<file path="src/verilog/sipc_pkg.sv">
// types and constants shared by the strand pick and issue control
package sipc_pkg;

  // ****************************************
  // core shape
  // ****************************************
  localparam int STRANDS = 8;
  localparam int GROUP_SIZE = 4;
  localparam int GROUPS = 2;
  localparam int GROUP_IDX_W = 2;

  // ****************************************
  // latencies in core cycles
  // ****************************************
  localparam logic [4:0] LAT_VAR = 5'h00; // completion reported by the unit
  localparam logic [4:0] LAT_ONE = 5'h01;
  localparam logic [4:0] LAT_LOAD = 5'h03;
  localparam logic [4:0] LAT_SIX = 5'h06;
  localparam logic [4:0] LAT_CAS = 5'h14; // 20 at least, 30 at most
  localparam logic [4:0] LAT_WIN = 5'h19; // 25
  localparam logic [4:0] LAT_TAKEN = 5'h06;

  // cycles a strand is held back after its issue cycle; HOLD_TAKEN counts from the taken branch resolve instead
  localparam logic [4:0] HOLD_NONE = 5'h00;
  localparam logic [4:0] HOLD_SIX = LAT_SIX - 5'h01;
  localparam logic [4:0] HOLD_WIN = LAT_WIN - 5'h01;
  localparam logic [4:0] HOLD_TAKEN = LAT_TAKEN - 5'h01;

  // ****************************************
  // instruction classes seen by the picker
  // ****************************************
  typedef enum logic [3:0] {
    OP_ALU,      // add, add_with_carry_op, and, and_not_op
    OP_MISALIGN, // misalign_addr_calc_op, misalign_addr_calc_le_op
    OP_BRANCH,   // int_cond_branch_pred_op, reg_cond_branch_op, fp branches
    OP_WIN,      // windows_clean_op, byte_mask_write_op, window_flush_op
    OP_CAS,      // word_compare_swap_op, dword_compare_swap_op
    OP_FP6,      // float_graphics_unit six cycle ops
    OP_ADDR6,    // blocked address conversion, edge processing
    OP_CTI6,     // call and link, trap return
    OP_LOAD,
    OP_STORE,
    OP_SERIAL,   // state reads and writes, mul, div, barriers and the like
    OP_FP_STATE  // fp_state_load_op, fp_state_store_ext_op
  } sipc_op_t;

  typedef struct packed {
    logic valid;
    sipc_op_t op;
    logic [31:0] instr;
  } sipc_fetch_t;

  typedef struct packed {
    logic valid;
    logic [2:0] strand;
    logic taken;
  } sipc_resolve_t;

  typedef struct packed {
    logic valid;
    logic [2:0] strand;
    sipc_op_t op;
    logic [4:0] lat;
    logic [31:0] instr;
  } sipc_issue_t;

  localparam sipc_issue_t ISSUE_RST = '0;

endpackage : sipc_pkg

</file>
<file path="src/verilog/sipc_lrp_pick.sv">
// least recently picked selector for one thread group
`timescale 1ns/1ps
`default_nettype none

module sipc_lrp_pick #(
  parameter int N = 4,
  parameter int W = 2
) (
  input wire logic clk,
  input wire logic reset,
  input wire logic [N-1:0] req,
  input wire logic take,
  output logic [N-1:0] gnt,
  output logic [W-1:0] idx,
  output logic any
);

  // ord[0] is the strand picked longest ago
  logic [N-1:0][W-1:0] ord;
  logic [N-1:0][W-1:0] next_ord;
  logic [W-1:0] pos;

  // scan from the tail so the oldest requester wins
  always_comb begin
    idx = '0;
    pos = '0;
    any = 1'b0;
    for (int k = N - 1; k >= 0; k--) begin
      if (req[ord[k]]) begin
        idx = ord[k];
        pos = W'(k);
        any = 1'b1;
      end
    end
    gnt = any ? (N'(1) << idx) : '0;
  end

  // winner moves to the tail, the rest close up
  always_comb begin
    next_ord = ord;
    for (int k = 0; k < N - 1; k++) begin
      if (W'(k) >= pos) begin
        next_ord[k] = ord[k + 1];
      end
    end
    next_ord[N-1] = idx;
  end

  // order only moves when the pick really issued
  always_ff @(posedge clk or posedge reset) begin
    if (reset) begin
      for (int k = 0; k < N; k++) begin
        ord[k] <= W'(k);
      end
    end else if (take && any) begin
      ord <= next_ord; // see RULE2
    end
  end
endmodule : sipc_lrp_pick

`default_nettype wire

</file>
<file path="src/verilog/sipc_avail_timer.sv">
// per strand availability hold: fixed count or wait for release
`timescale 1ns/1ps
`default_nettype none

module sipc_avail_timer (
  input wire logic clk,
  input wire logic reset,
  input wire logic start,
  input wire logic start_wait,
  input wire logic [4:0] start_cnt,
  input wire logic release_now,
  input wire logic penalty,
  output logic avail
);

  logic [4:0] cnt;
  logic waiting;

  // start only comes while available, so it never meets a pending release
  always_ff @(posedge clk or posedge reset) begin
    if (reset) begin
      cnt <= sipc_pkg::HOLD_NONE;
      waiting <= 1'b0;
    end else if (start) begin
      cnt <= start_cnt;
      waiting <= start_wait;
    end else begin
      if (penalty) begin
        cnt <= sipc_pkg::HOLD_TAKEN; // see RULE13
      end else if (cnt != 5'h00) begin
        cnt <= cnt - 5'h01;
      end
      if (release_now) begin
        waiting <= 1'b0;
      end
    end
  end

  assign avail = (cnt == 5'h00) && !waiting;
endmodule : sipc_avail_timer

`default_nettype wire

</file>
<file path="src/verilog/sipc_core_ctl.sv">
// strand pick and issue control for one multithreaded core
`timescale 1ns/1ps
`default_nettype none
//
// Operation
// RULE1 - eight strands in two groups, strands 0-3 and 4-7
// RULE2 - each group picks its least recently picked available strand every cycle
// RULE3 - at most two issues a cycle, at most one per group
// RULE4 - at most one memory op and one float/graphics op per cycle
// RULE5 - shared unit clash goes to the group that used it longest ago
// RULE6 - strands switch every cycle; stalls only on shared unit clashes
// RULE7 - speculation enable: branches not taken, loads assumed to hit
// RULE8 - serialising and long ops hold their strand until requirements are met
// RULE9 - speculation off: branches and loads also hold their strand
// RULE10 - latencies are single strand minimums; other strands fill the gaps
// RULE11 - add, add with carry, and, and-not take one cycle
// RULE12 - misaligned address calculation, both endians, takes one cycle
// RULE13 - conditional branches: one cycle not taken, six cycles taken
// RULE14 - window clean, byte mask write, window flush take 25 cycles
// RULE15 - compare and swap runs in second level cache, 20 to 30 cycles
// RULE16 - float add, mul, compare, move, negate, abs, graphics ops: six cycles
// RULE17 - address conversion, call, trap return, edge ops: six cycles
// RULE18 - a group losing arbitration keeps its instruction and retries next cycle
//

module sipc_core_ctl (
  input wire logic clk,
  input wire logic reset,
  input wire logic spec_enable,
  input wire sipc_pkg::sipc_fetch_t [7:0] fe_req,
  output logic [7:0] fe_take,
  input wire logic [7:0] exe_release,
  input wire sipc_pkg::sipc_resolve_t exe_resolve,
  output var sipc_pkg::sipc_issue_t [1:0] issue
);

  // ****************************************
  // instruction class decode
  // ****************************************

  // latency reported with each issue
  function automatic logic [4:0] op_lat(
    input sipc_pkg::sipc_op_t op
  );
    case (op)
      sipc_pkg::OP_ALU: op_lat = sipc_pkg::LAT_ONE; // see RULE11
      sipc_pkg::OP_MISALIGN: op_lat = sipc_pkg::LAT_ONE; // see RULE12
      sipc_pkg::OP_BRANCH: op_lat = sipc_pkg::LAT_ONE; // see RULE13
      sipc_pkg::OP_WIN: op_lat = sipc_pkg::LAT_WIN; // see RULE14
      sipc_pkg::OP_CAS: op_lat = sipc_pkg::LAT_CAS; // see RULE15
      sipc_pkg::OP_FP6: op_lat = sipc_pkg::LAT_SIX; // see RULE16
      sipc_pkg::OP_ADDR6: op_lat = sipc_pkg::LAT_SIX; // see RULE17
      sipc_pkg::OP_CTI6: op_lat = sipc_pkg::LAT_SIX; // see RULE17
      sipc_pkg::OP_LOAD: op_lat = sipc_pkg::LAT_LOAD;
      sipc_pkg::OP_STORE: op_lat = sipc_pkg::LAT_ONE;
      default: op_lat = sipc_pkg::LAT_VAR;
    endcase
  endfunction : op_lat

  // fixed cycles the strand sits out after issue
  function automatic logic [4:0] op_hold(
    input sipc_pkg::sipc_op_t op
  );
    case (op)
      sipc_pkg::OP_WIN: op_hold = sipc_pkg::HOLD_WIN; // see RULE14
      sipc_pkg::OP_CTI6: op_hold = sipc_pkg::HOLD_SIX; // see RULE17
      default: op_hold = sipc_pkg::HOLD_NONE;
    endcase
  endfunction : op_hold

  // ops that keep the strand out until the unit releases it
  function automatic logic op_waits(
    input sipc_pkg::sipc_op_t op,
    input logic spec
  );
    case (op)
      sipc_pkg::OP_CAS: op_waits = 1'b1; // see RULE15
      sipc_pkg::OP_SERIAL: op_waits = 1'b1; // see RULE8
      sipc_pkg::OP_FP_STATE: op_waits = 1'b1; // see RULE8
      sipc_pkg::OP_BRANCH: op_waits = !spec; // see RULE9
      sipc_pkg::OP_LOAD: op_waits = !spec; // see RULE7
      default: op_waits = 1'b0;
    endcase
  endfunction : op_waits

  // the single load/store unit
  function automatic logic op_lsu(
    input sipc_pkg::sipc_op_t op
  );
    case (op)
      sipc_pkg::OP_LOAD: op_lsu = 1'b1;
      sipc_pkg::OP_STORE: op_lsu = 1'b1;
      sipc_pkg::OP_CAS: op_lsu = 1'b1;
      sipc_pkg::OP_FP_STATE: op_lsu = 1'b1;
      default: op_lsu = 1'b0;
    endcase
  endfunction : op_lsu

  // the single float_graphics_unit
  function automatic logic op_fgu(
    input sipc_pkg::sipc_op_t op
  );
    op_fgu = (op == sipc_pkg::OP_FP6);
  endfunction : op_fgu

  // ****************************************
  // per strand request and availability
  // ****************************************

  logic [7:0] avail;
  logic [7:0] req_all;
  logic [7:0] res_hit;

  for (genvar s = 0; s < sipc_pkg::STRANDS; s++) begin : strand
    // a strand asks only while it holds an instruction and is free
    assign req_all[s] = fe_req[s].valid & avail[s];
    assign res_hit[s] = exe_resolve.valid & (exe_resolve.strand == 3'(s));

    // fixed holds overlap with other strands rather than stall the core
    sipc_avail_timer u_hold (
      .clk(clk),
      .reset(reset),
      .start(fe_take[s]),
      .start_wait(op_waits(fe_req[s].op, spec_enable)), // see RULE8
      .start_cnt(op_hold(fe_req[s].op)), // see RULE10
      .release_now(exe_release[s] | res_hit[s]),
      .penalty(res_hit[s] & exe_resolve.taken), // see RULE13
      .avail(avail[s])
    );
  end

  // ****************************************
  // thread group pick
  // ****************************************

  logic [1:0][3:0] g_req;
  logic [1:0][3:0] g_gnt;
  logic [1:0][1:0] g_idx;
  logic [1:0][2:0] g_sid;
  logic [1:0] g_any;
  logic [1:0] g_go;
  logic [1:0] g_lsu;
  logic [1:0] g_fgu;
  sipc_pkg::sipc_op_t [1:0] g_op;

  // shared unit arbitration state: group that used it longest ago
  logic lsu_lru;
  logic fgu_lru;
  logic next_lsu_lru;
  logic next_fgu_lru;
  logic lsu_clash;
  logic fgu_clash;

  for (genvar g = 0; g < sipc_pkg::GROUPS; g++) begin : grp
    // strands 4g..4g+3 belong to group g
    assign g_req[g] = req_all[g*4 +: 4]; // see RULE1
    assign g_sid[g] = {1'(g), g_idx[g]}; // see RULE1
    assign g_op[g] = fe_req[g_sid[g]].op;
    assign g_lsu[g] = g_any[g] & op_lsu(g_op[g]);
    assign g_fgu[g] = g_any[g] & op_fgu(g_op[g]);

    // the loser of a clash simply does not take; fetch keeps the word
    assign g_go[g] = g_any[g]
                   & ~(lsu_clash & (lsu_lru != 1'(g)))
                   & ~(fgu_clash & (fgu_lru != 1'(g))); // see RULE18

    sipc_lrp_pick #(
      .N(sipc_pkg::GROUP_SIZE),
      .W(sipc_pkg::GROUP_IDX_W)
    ) u_pick (
      .clk(clk),
      .reset(reset),
      .req(g_req[g]),
      .take(g_go[g]), // see RULE2
      .gnt(g_gnt[g]),
      .idx(g_idx[g]),
      .any(g_any[g])
    );
  end

  // ****************************************
  // shared unit arbitration
  // ****************************************

  // one pick per group, so a clash only needs both groups on one unit
  assign lsu_clash = &g_lsu; // see RULE4
  assign fgu_clash = &g_fgu; // see RULE4

  // whichever group used the unit, the other becomes first in line
  assign next_lsu_lru = (g_go[0] & g_lsu[0]) ? 1'b1
                      : (g_go[1] & g_lsu[1]) ? 1'b0
                      : lsu_lru; // see RULE5
  assign next_fgu_lru = (g_go[0] & g_fgu[0]) ? 1'b1
                      : (g_go[1] & g_fgu[1]) ? 1'b0
                      : fgu_lru; // see RULE5

  always_ff @(posedge clk or posedge reset) begin
    if (reset) begin
      lsu_lru <= 1'b0;
      fgu_lru <= 1'b0;
    end else begin
      lsu_lru <= next_lsu_lru;
      fgu_lru <= next_fgu_lru;
    end
  end

  // ****************************************
  // fetch acknowledge
  // ****************************************

  // combinational take back to fetch; no extra stage, so no switch penalty
  for (genvar s = 0; s < sipc_pkg::STRANDS; s++) begin : take
    assign fe_take[s] = g_go[s / 4] & g_gnt[s / 4][s % 4]; // see RULE6
  end

  // ****************************************
  // issue register
  // ****************************************

  sipc_pkg::sipc_issue_t [1:0] next_issue;

  for (genvar g = 0; g < sipc_pkg::GROUPS; g++) begin : iss
    // up to one instruction per group reaches the units
    assign next_issue[g] = '{
      valid: g_go[g], // see RULE3
      strand: g_sid[g],
      op: g_op[g],
      lat: op_lat(g_op[g]),
      instr: fe_req[g_sid[g]].instr
    };
  end

  // payload follows the pick even when idle; valid qualifies it
  always_ff @(posedge clk or posedge reset) begin
    if (reset) begin
      issue <= {sipc_pkg::ISSUE_RST, sipc_pkg::ISSUE_RST};
    end else begin
      issue <= next_issue;
    end
  end
endmodule : sipc_core_ctl

`default_nettype wire

</file>
<file path="config.mk">
export PLATFORM = sky130hd
export DESIGN_NAME = sipc_core_ctl
export DESIGN_NICKNAME = d
export VERILOG_FILES = /design/src/verilog/sipc_pkg.sv /design/src/verilog/sipc_lrp_pick.sv /design/src/verilog/sipc_avail_timer.sv /design/src/verilog/sipc_core_ctl.sv
export SDC_FILE = /design/constraint.sdc
export NUM_CORES = 1
export LEC_CHECK = 0
export BUFFER_PORTS_ARGS = -buffer_cell sky130_fd_sc_hd__buf_2
export CAP_MARGIN = 25
export CORE_AREA = 2 2 160 162
export DETAILED_ROUTE_END_ITERATION = 16
export DIE_AREA = 0 0 162 164
export HOLD_SLACK_MARGIN = 0.05
export PLACE_DENSITY_LB_ADDON = 0.1
export SYNTH_ARGS = -nofsm -noshare
export SYNTH_HDL_FRONTEND = slang
export SYNTH_SLANG_ARGS = --single-unit
</file>
<file path="constraint.sdc">
create_clock -name clk -period 14.2 [get_ports clk]
set_input_delay 2.84 -clock clk [delete_from_list [all_inputs] [get_ports clk]]
set_output_delay 2.84 -clock clk [all_outputs]
set_load 0.005 [all_outputs]
</file>
After elaboration in Yosys (flattened, before gate mapping)
Memory sizes are Yosys's and may differ from the RTL's. A register that Yosys moved wholly into a read port is not among the register bits. Cells that the tools add are included.

Output and inout bits: 98. Bits of input ports: 312. Logic and storage cells: 385. Memories: 2. Flip-flop bits (word level): 145. Bits in read-only memories: 160.

Memories: (name not given) (words 16, bits a word 5, rd ports 1, clocked after memory_dff 1, write ports 0, RTL line sipc_core_ctl.sv:45) `case (op)`; (name not given) (words 16, bits a word 5, rd ports 1, clocked after memory_dff 1, write ports 0, RTL line sipc_core_ctl.sv:45).

Muxes and demuxes: 108. $add $sub $neg: 8. Eq/ne operators: 73. Bitwise operators: 62. Reductions and logical operators: 80. Shift-type cells: 2. Magnitude comparators: 16.

Operators with widths (number): binary-select mux 37 bit (select 2 bit) (2); == test 4 bit, second input constant (30); two-way mux 5 bit (24); == test 4 x 3 -> 1 bit, second input constant (20); case mux 5 bit (2 select lines) (8); two-way mux 36 bit (2); == test 4 x 2 -> 1 bit, second input constant (16); AND 1 bit (48); logical NOT 5 bit (8); nonzero test 5 bit (8); subtractor 5 x 1 -> 5 bit, second input constant (8); two-way mux 1 bit (38); two-way mux 2 bit (16); < comparator 2 x 3 -> 1 bit, second input constant (8); nonzero test 3 bit (8); OR reduction 3 bit (8); nonzero test 2 bit (10); binary-select mux 1 bit (select 2 bit) (8); case mux 1 bit (2 select lines) (8); AND reduction 2 bit (8); OR reduction 2 bit (8); == test 3 bit, second input constant (4); logical AND 1 bit (10); logical NOT 1 bit (9); 12 further kinds (32).

Longest topological paths before layout
Depth in word-level cells: 23. Depth in mapped cells: 19. Mapped depth without buffers: 15.

Cells and area by module
Synthesis repeated with hierarchy kept, for this count alone.

Cell total of the unflattened synthesis: 720. Area, all modules: 9041.2 um^2.

Modules (own cells, without submodules): sipc_core_ctl (cells an instance 328, instances 1, area each 4902.2 um^2, sequential area each 2277.2 um^2); sipc_avail_timer (cells an instance 34, instances 8, area each 342.8 um^2, sequential area each 150.1 um^2); sipc_lrp_pick (cells an instance 60, instances 2, area each 698.2 um^2, sequential area each 205.2 um^2).

Worst setup path before layout
No wires, ideal clock.

Path kind: input to output. From: input port fe_req[147] (netlist bit). To: output port fe_take[2]. Path buffers: 3. Stages: 14. Arrival time: 6.112 ns. Slack: 5.248 ns. Data required time: 11.360 ns. Cells stage by stage: nor2b_1 nand2_1 mux4_2 mux2_1 o221ai_1 buf_4 buf_4 mux2i_1 mux2i_4 xnor2_1 nor2_4 a311o_2 inv_2 buf_4.

RTL lines: from (decl) (RTL line sipc_core_ctl.sv:30) `input wire sipc_pkg::sipc_fetch_t [7:0] fe_req,`; to (decl) (RTL line sipc_core_ctl.sv:31) `output logic [7:0] fe_take,`.

Worst setup path in the final report
From: input port fe_req[258] (netlist bit). To: output port fe_take[2].

Cells in the longest elaborated chain, start to end: 19. Elaborated cells on any way between the ends: 37. Those cells by class: eq/ne (5); mux (19); bitwise (10); reduce/logical (3).

Ends and longest elaborated chain: AND 1 bit * (RTL line sipc_core_ctl.sv:116) `assign req_all[s] = fe_req[s].valid & avail[s];`; binary-select mux 1 bit (select 2 bit) (RTL line sipc_lrp_pick.sv:29) `if (req[ord[k]]) begin`; two-way mux 1 bit (implied by the code) (RTL line sipc_lrp_pick.sv:29); two-way mux 2 bit (4 in series) (RTL line sipc_lrp_pick.sv:29); binary-select mux 37 bit (select 2 bit) (RTL line sipc_core_ctl.sv:158) `assign g_op[g] = fe_req[g_sid[g]].op;`; two-way mux 36 bit; == test 4 bit / == test 4 x 3 -> 1 bit (equally long branches) (RTL line sipc_core_ctl.sv:90) `case (op)`; OR reduction 4 bit (no source line); two-way mux 1 bit (RTL line sipc_core_ctl.sv:90); AND 1 bit (RTL line sipc_core_ctl.sv:159) `assign g_lsu[g] = g_any[g] & op_lsu(g_op[g]);`; AND reduction 2 bit (RTL line sipc_core_ctl.sv:186) `assign lsu_clash = &g_lsu;`; AND 1 bit (RTL line sipc_core_ctl.sv:164) `& ~(lsu_clash & (lsu_lru != 1'(g)))`; NOT 1 bit (RTL line sipc_core_ctl.sv:164); AND 1 bit (RTL line sipc_core_ctl.sv:164); AND 1 bit * (RTL line sipc_core_ctl.sv:165) `& ~(fgu_clash & (fgu_lru != 1'(g)));`; AND 1 bit * (RTL line sipc_core_ctl.sv:213) `assign fe_take[s] = g_go[s / 4] & g_gnt[s / 4][s % 4];`.

Every way passes the cells marked *; elsewhere a longest branch is shown, timed or not. The select of a mux whose other input is x is not followed.

==> flow_summary.toml <==
[timing]
layout_setup_ws_ns = 4.24
fmax_ghz = 0.100
min_period_ns = 9.96
slew_headroom_pct = 31.5
slew_violations = 0
post-route-period-util_pct = 70.1
setup_tns_ns = 0
grt_setup_unrepaired = "false"
tightest_slew_ns = 1.03
finalClockSkew_ns = 0.0127
hold_viol = 0
setup_viol = 0

[routing]
drc = 0
postRouteAntennaNets = 0
drtIter0Drc = 601
wl_per_cell_um = 17.3
dr_wl_met2_mm = 15.3
met1_length_mm = 13.2
via_per_inst = 5.21
dr.pass1.iters = 5
dr_wl_met3_mm = 2.14
totalWireLength_mm = 31.1
vias = 9352
top_layer = "met4"

[cts]
cts_resized = 0
cts_root_buf = "clkbuf_16"
cts.sinks = 155
h-tree-depth = 4
post_cts_buffers = 0
holdBufCountCts = 0
clk_pin_slew_ns = 0.06
clockBufferDepth = 2
numCtsBuffers = 17
cts_tree = "done"
clk_latency_ns = 0.43

[die]
fp-row-count = 58
io_pins = 410
initial_core_util_pct = 39.7
fp.dieH_um = 164
dieArea_um2 = 26600
core_area_um2 = 24800
die_x_um = 162

[power_and_ir_drop]
swShare_pct = 38.4
p_int_mw = 1.41
ir_drop_mv = 0.0765
p_per_area_nw_per_um2 = 179
power.share.clock_pct = 22.5
netSwitchingPower_uw = 880
p_leak_nw = 6.41
seqPwrFrac_pct = 32.4
combinationalPowerShare_pct = 45.1

[synthesis]
avgSynthCellArea_um2 = 9.18
yosysSeqAreaShare_pct = 39.5
synth_cells = 1073
netlist_area_um2 = 9850
synthDistinctLibCells = 88
synth_edf_count = 0
yosysWarningCount = 0
synth_nets = 1401
async_flop_share_pct = 100
ys_seq_elements = 155
synth_flop_cell = "dfrtp_1"

[grt]
grt_pass1_vias = 9057
grt_usage_pct = 22.9
grt_pass1_wl_mm = 48.0
antenna_found_initial = 6
overflow = 0
grt_max_degree = 94

[layout]
layout_common_cells = "408 x buf_2, 180 x nand2_1, 147 x dfrtp_1"
final_common_cell = "buf_2"
seqCellArea_um2 = 3890
area_delta_synth_final_pct = 29.8
nets = 1775
final_util_pct = 51.6
multi_input_area_um2 = 5550
fill_cells = 2410
drive_gt1_share_pct = 35.3

[run]
drv_cap = 0

[setup_path]
slowest_stage = "and3_1"
rr_worst_depth = 15
start_kind = "input pin"
path_cells = "buf_2 -> or4bb_1 -> o32a_1 -> a21bo_2 -> o21ai_2 -> o21ai_4 -> inv_2 -> buf_4 -> o221ai_1 -> a211o_2 -> o21ai_1 -> and3_1 -> a311o_2 -> inv_2 -> buf_2"
cp_max_fo = 75
cp.buffers_inverters = 5
cp-end-kind = "output port"
cp_top_family = "compound AO/OA/AOI/OAI gates"
worst-setup-path-type = "input pin to output port"
required_ns = 11.36
worstPathArrival_ns = 7.12
cp_num_cells = 15
max_stage_delay_ns = 0.86

[placement]
numPortBuffers = 408
pre_cts_slack_ns = 4.28
gp_congestion = 0.893
hpwl_mm = 24.1

[min_path]
hold-path-cell-count = 2
hold_class = "flip-flop to flip-flop"

[status]
status = "finished, final reports clean"
[worst min-delay path, cell delays in order, from the launching register on]
cell     delay (ns)
dfrtp_1        0.35
o21ai_0        0.08
o21ai_1        0.07
[per-stage QoR]
| step | instances | hold slack, ns | power [mW] | instance area, um2 |
|---|---|---|---|---|
| 2_1_floorplan | 1073 | 0.491 | 1.46 | 9850 |
| 3_3_place_gp | 1758 | 0.535 | 1.77 | 12100 |
| 3_5_place_dp | 1758 | 0.542 | 1.79 | 12100 |
| 4_1_cts | 1790 | 0.557 | 2.31 | 12800 |
| 5_1_grt | 1794 | 0.575 | 2.46 | 12800 |
| 6_report | 1796 | 0.543 | 2.29 | 12800 |
[layer usage]
layer  vias to the layer above  GRT usage (%)
met3                        41           5.00
met2                       353           39.0
met1                      4390           29.4
li1                       4568              -
met4                         0           6.84
met5                         -              0
[cell families (layout without fill, tap and decap cells)]
logic type | after synthesis | in the layout | synth area share [%]
multiplexers | 103 | 103 | 11.7
buffers and inverters | 101 | 488 | 4.56
XOR/XNOR | 27 | 27 | 2.40
AND/OR/NAND/NOR | 453 | 453 | 24.1
flip-flops | 155 | 155 | 39.5
other | 2 | 8 | 0.0762
AO/OA/AOI/OAI | 216 | 216 | 15.7
adder cells (fa/ha/maj) | 16 | 16 | 2.03
[power groups by stage]
stage	Combinational [mW]	Clock (mW)	Sequential (mW)
final	1.03	0.515	0.742
after global routing	1.15	0.545	0.762
after CTS	1.04	0.526	0.741
after detailed placement	1.04	0	0.748
after global placement	1.02	0	0.746
after floorplan	0.728	0	0.729
[area by class of cell]
cell class	instances	share of cell area, %
Multi-Input combinational cell	817	43.4
Antenna cell	6	0.117
Inverter	39	1.20
Clock buffer	22	3.71
Clock inverter	10	1.47
Timing Repair Buffer	417	16.5
Tap cell	330	3.23
Sequential cell	155	30.4
[cells in the mapped netlist, drive strengths merged, types with 5 or more instances]
master | instances | area share [%]
ha | 16 | 2.0
buf | 24 | 1.6
inv | 39 | 1.5
and3 | 34 | 2.2
xnor2 | 21 | 1.9
mux2i | 78 | 8.1
o32ai | 5 | 0.44
and2 | 7 | 0.44
dfrtp | 147 | 37
mux2 | 19 | 2.2
nor2 | 70 | 2.7
o22ai | 8 | 0.51
nand2b | 13 | 0.85
nor3 | 34 | 2.0
a21oi | 67 | 3.5
nand2 | 180 | 6.9
mux4 | 6 | 1.4
a31oi | 33 | 2.1
clkbuf | 38 | 1.5
a211oi | 34 | 2.6
xor2 | 6 | 0.53
nor4b | 10 | 1.7
nand3b | 9 | 0.76
nor3b | 7 | 0.53
o21ai | 19 | 1.0
nand3 | 23 | 1.2
dfstp | 8 | 2.1
nor2b | 41 | 2.6
a311o | 5 | 0.53
a21o | 7 | 0.70
[flip-flops by register name, summed over array words and instances, names as in the netlist]
| signal | cells |
|---|---|
| lsu_lru | 1 |
| issue | 89 |
| strand.u_hold.waiting | 8 |
| grp.u_pick.ord | 16 |
| strand.u_hold.cnt | 40 |
| fgu_lru | 1 |
[worst paths after layout]
| check | from | to | slack (ns) |
|---|---|---|---|
| setup / recovery | fe_req[258] | fe_take[2] | 4.24 |
| hold / removal | fgu_lru | fgu_lru | 0.54 |
| setup reg to reg | strand[6].u_hold.cnt[0] | grp[0].u_pick.ord[1] | 8.68 |
| hold reg to reg | fgu_lru | fgu_lru | 0.54 |
| max in group asynchronous | reset | strand[5].u_hold.cnt[4] | 10.23 |
| min in group asynchronous | reset | issue[41] | 2.56 |
Power figures use the tool's default switching activity.
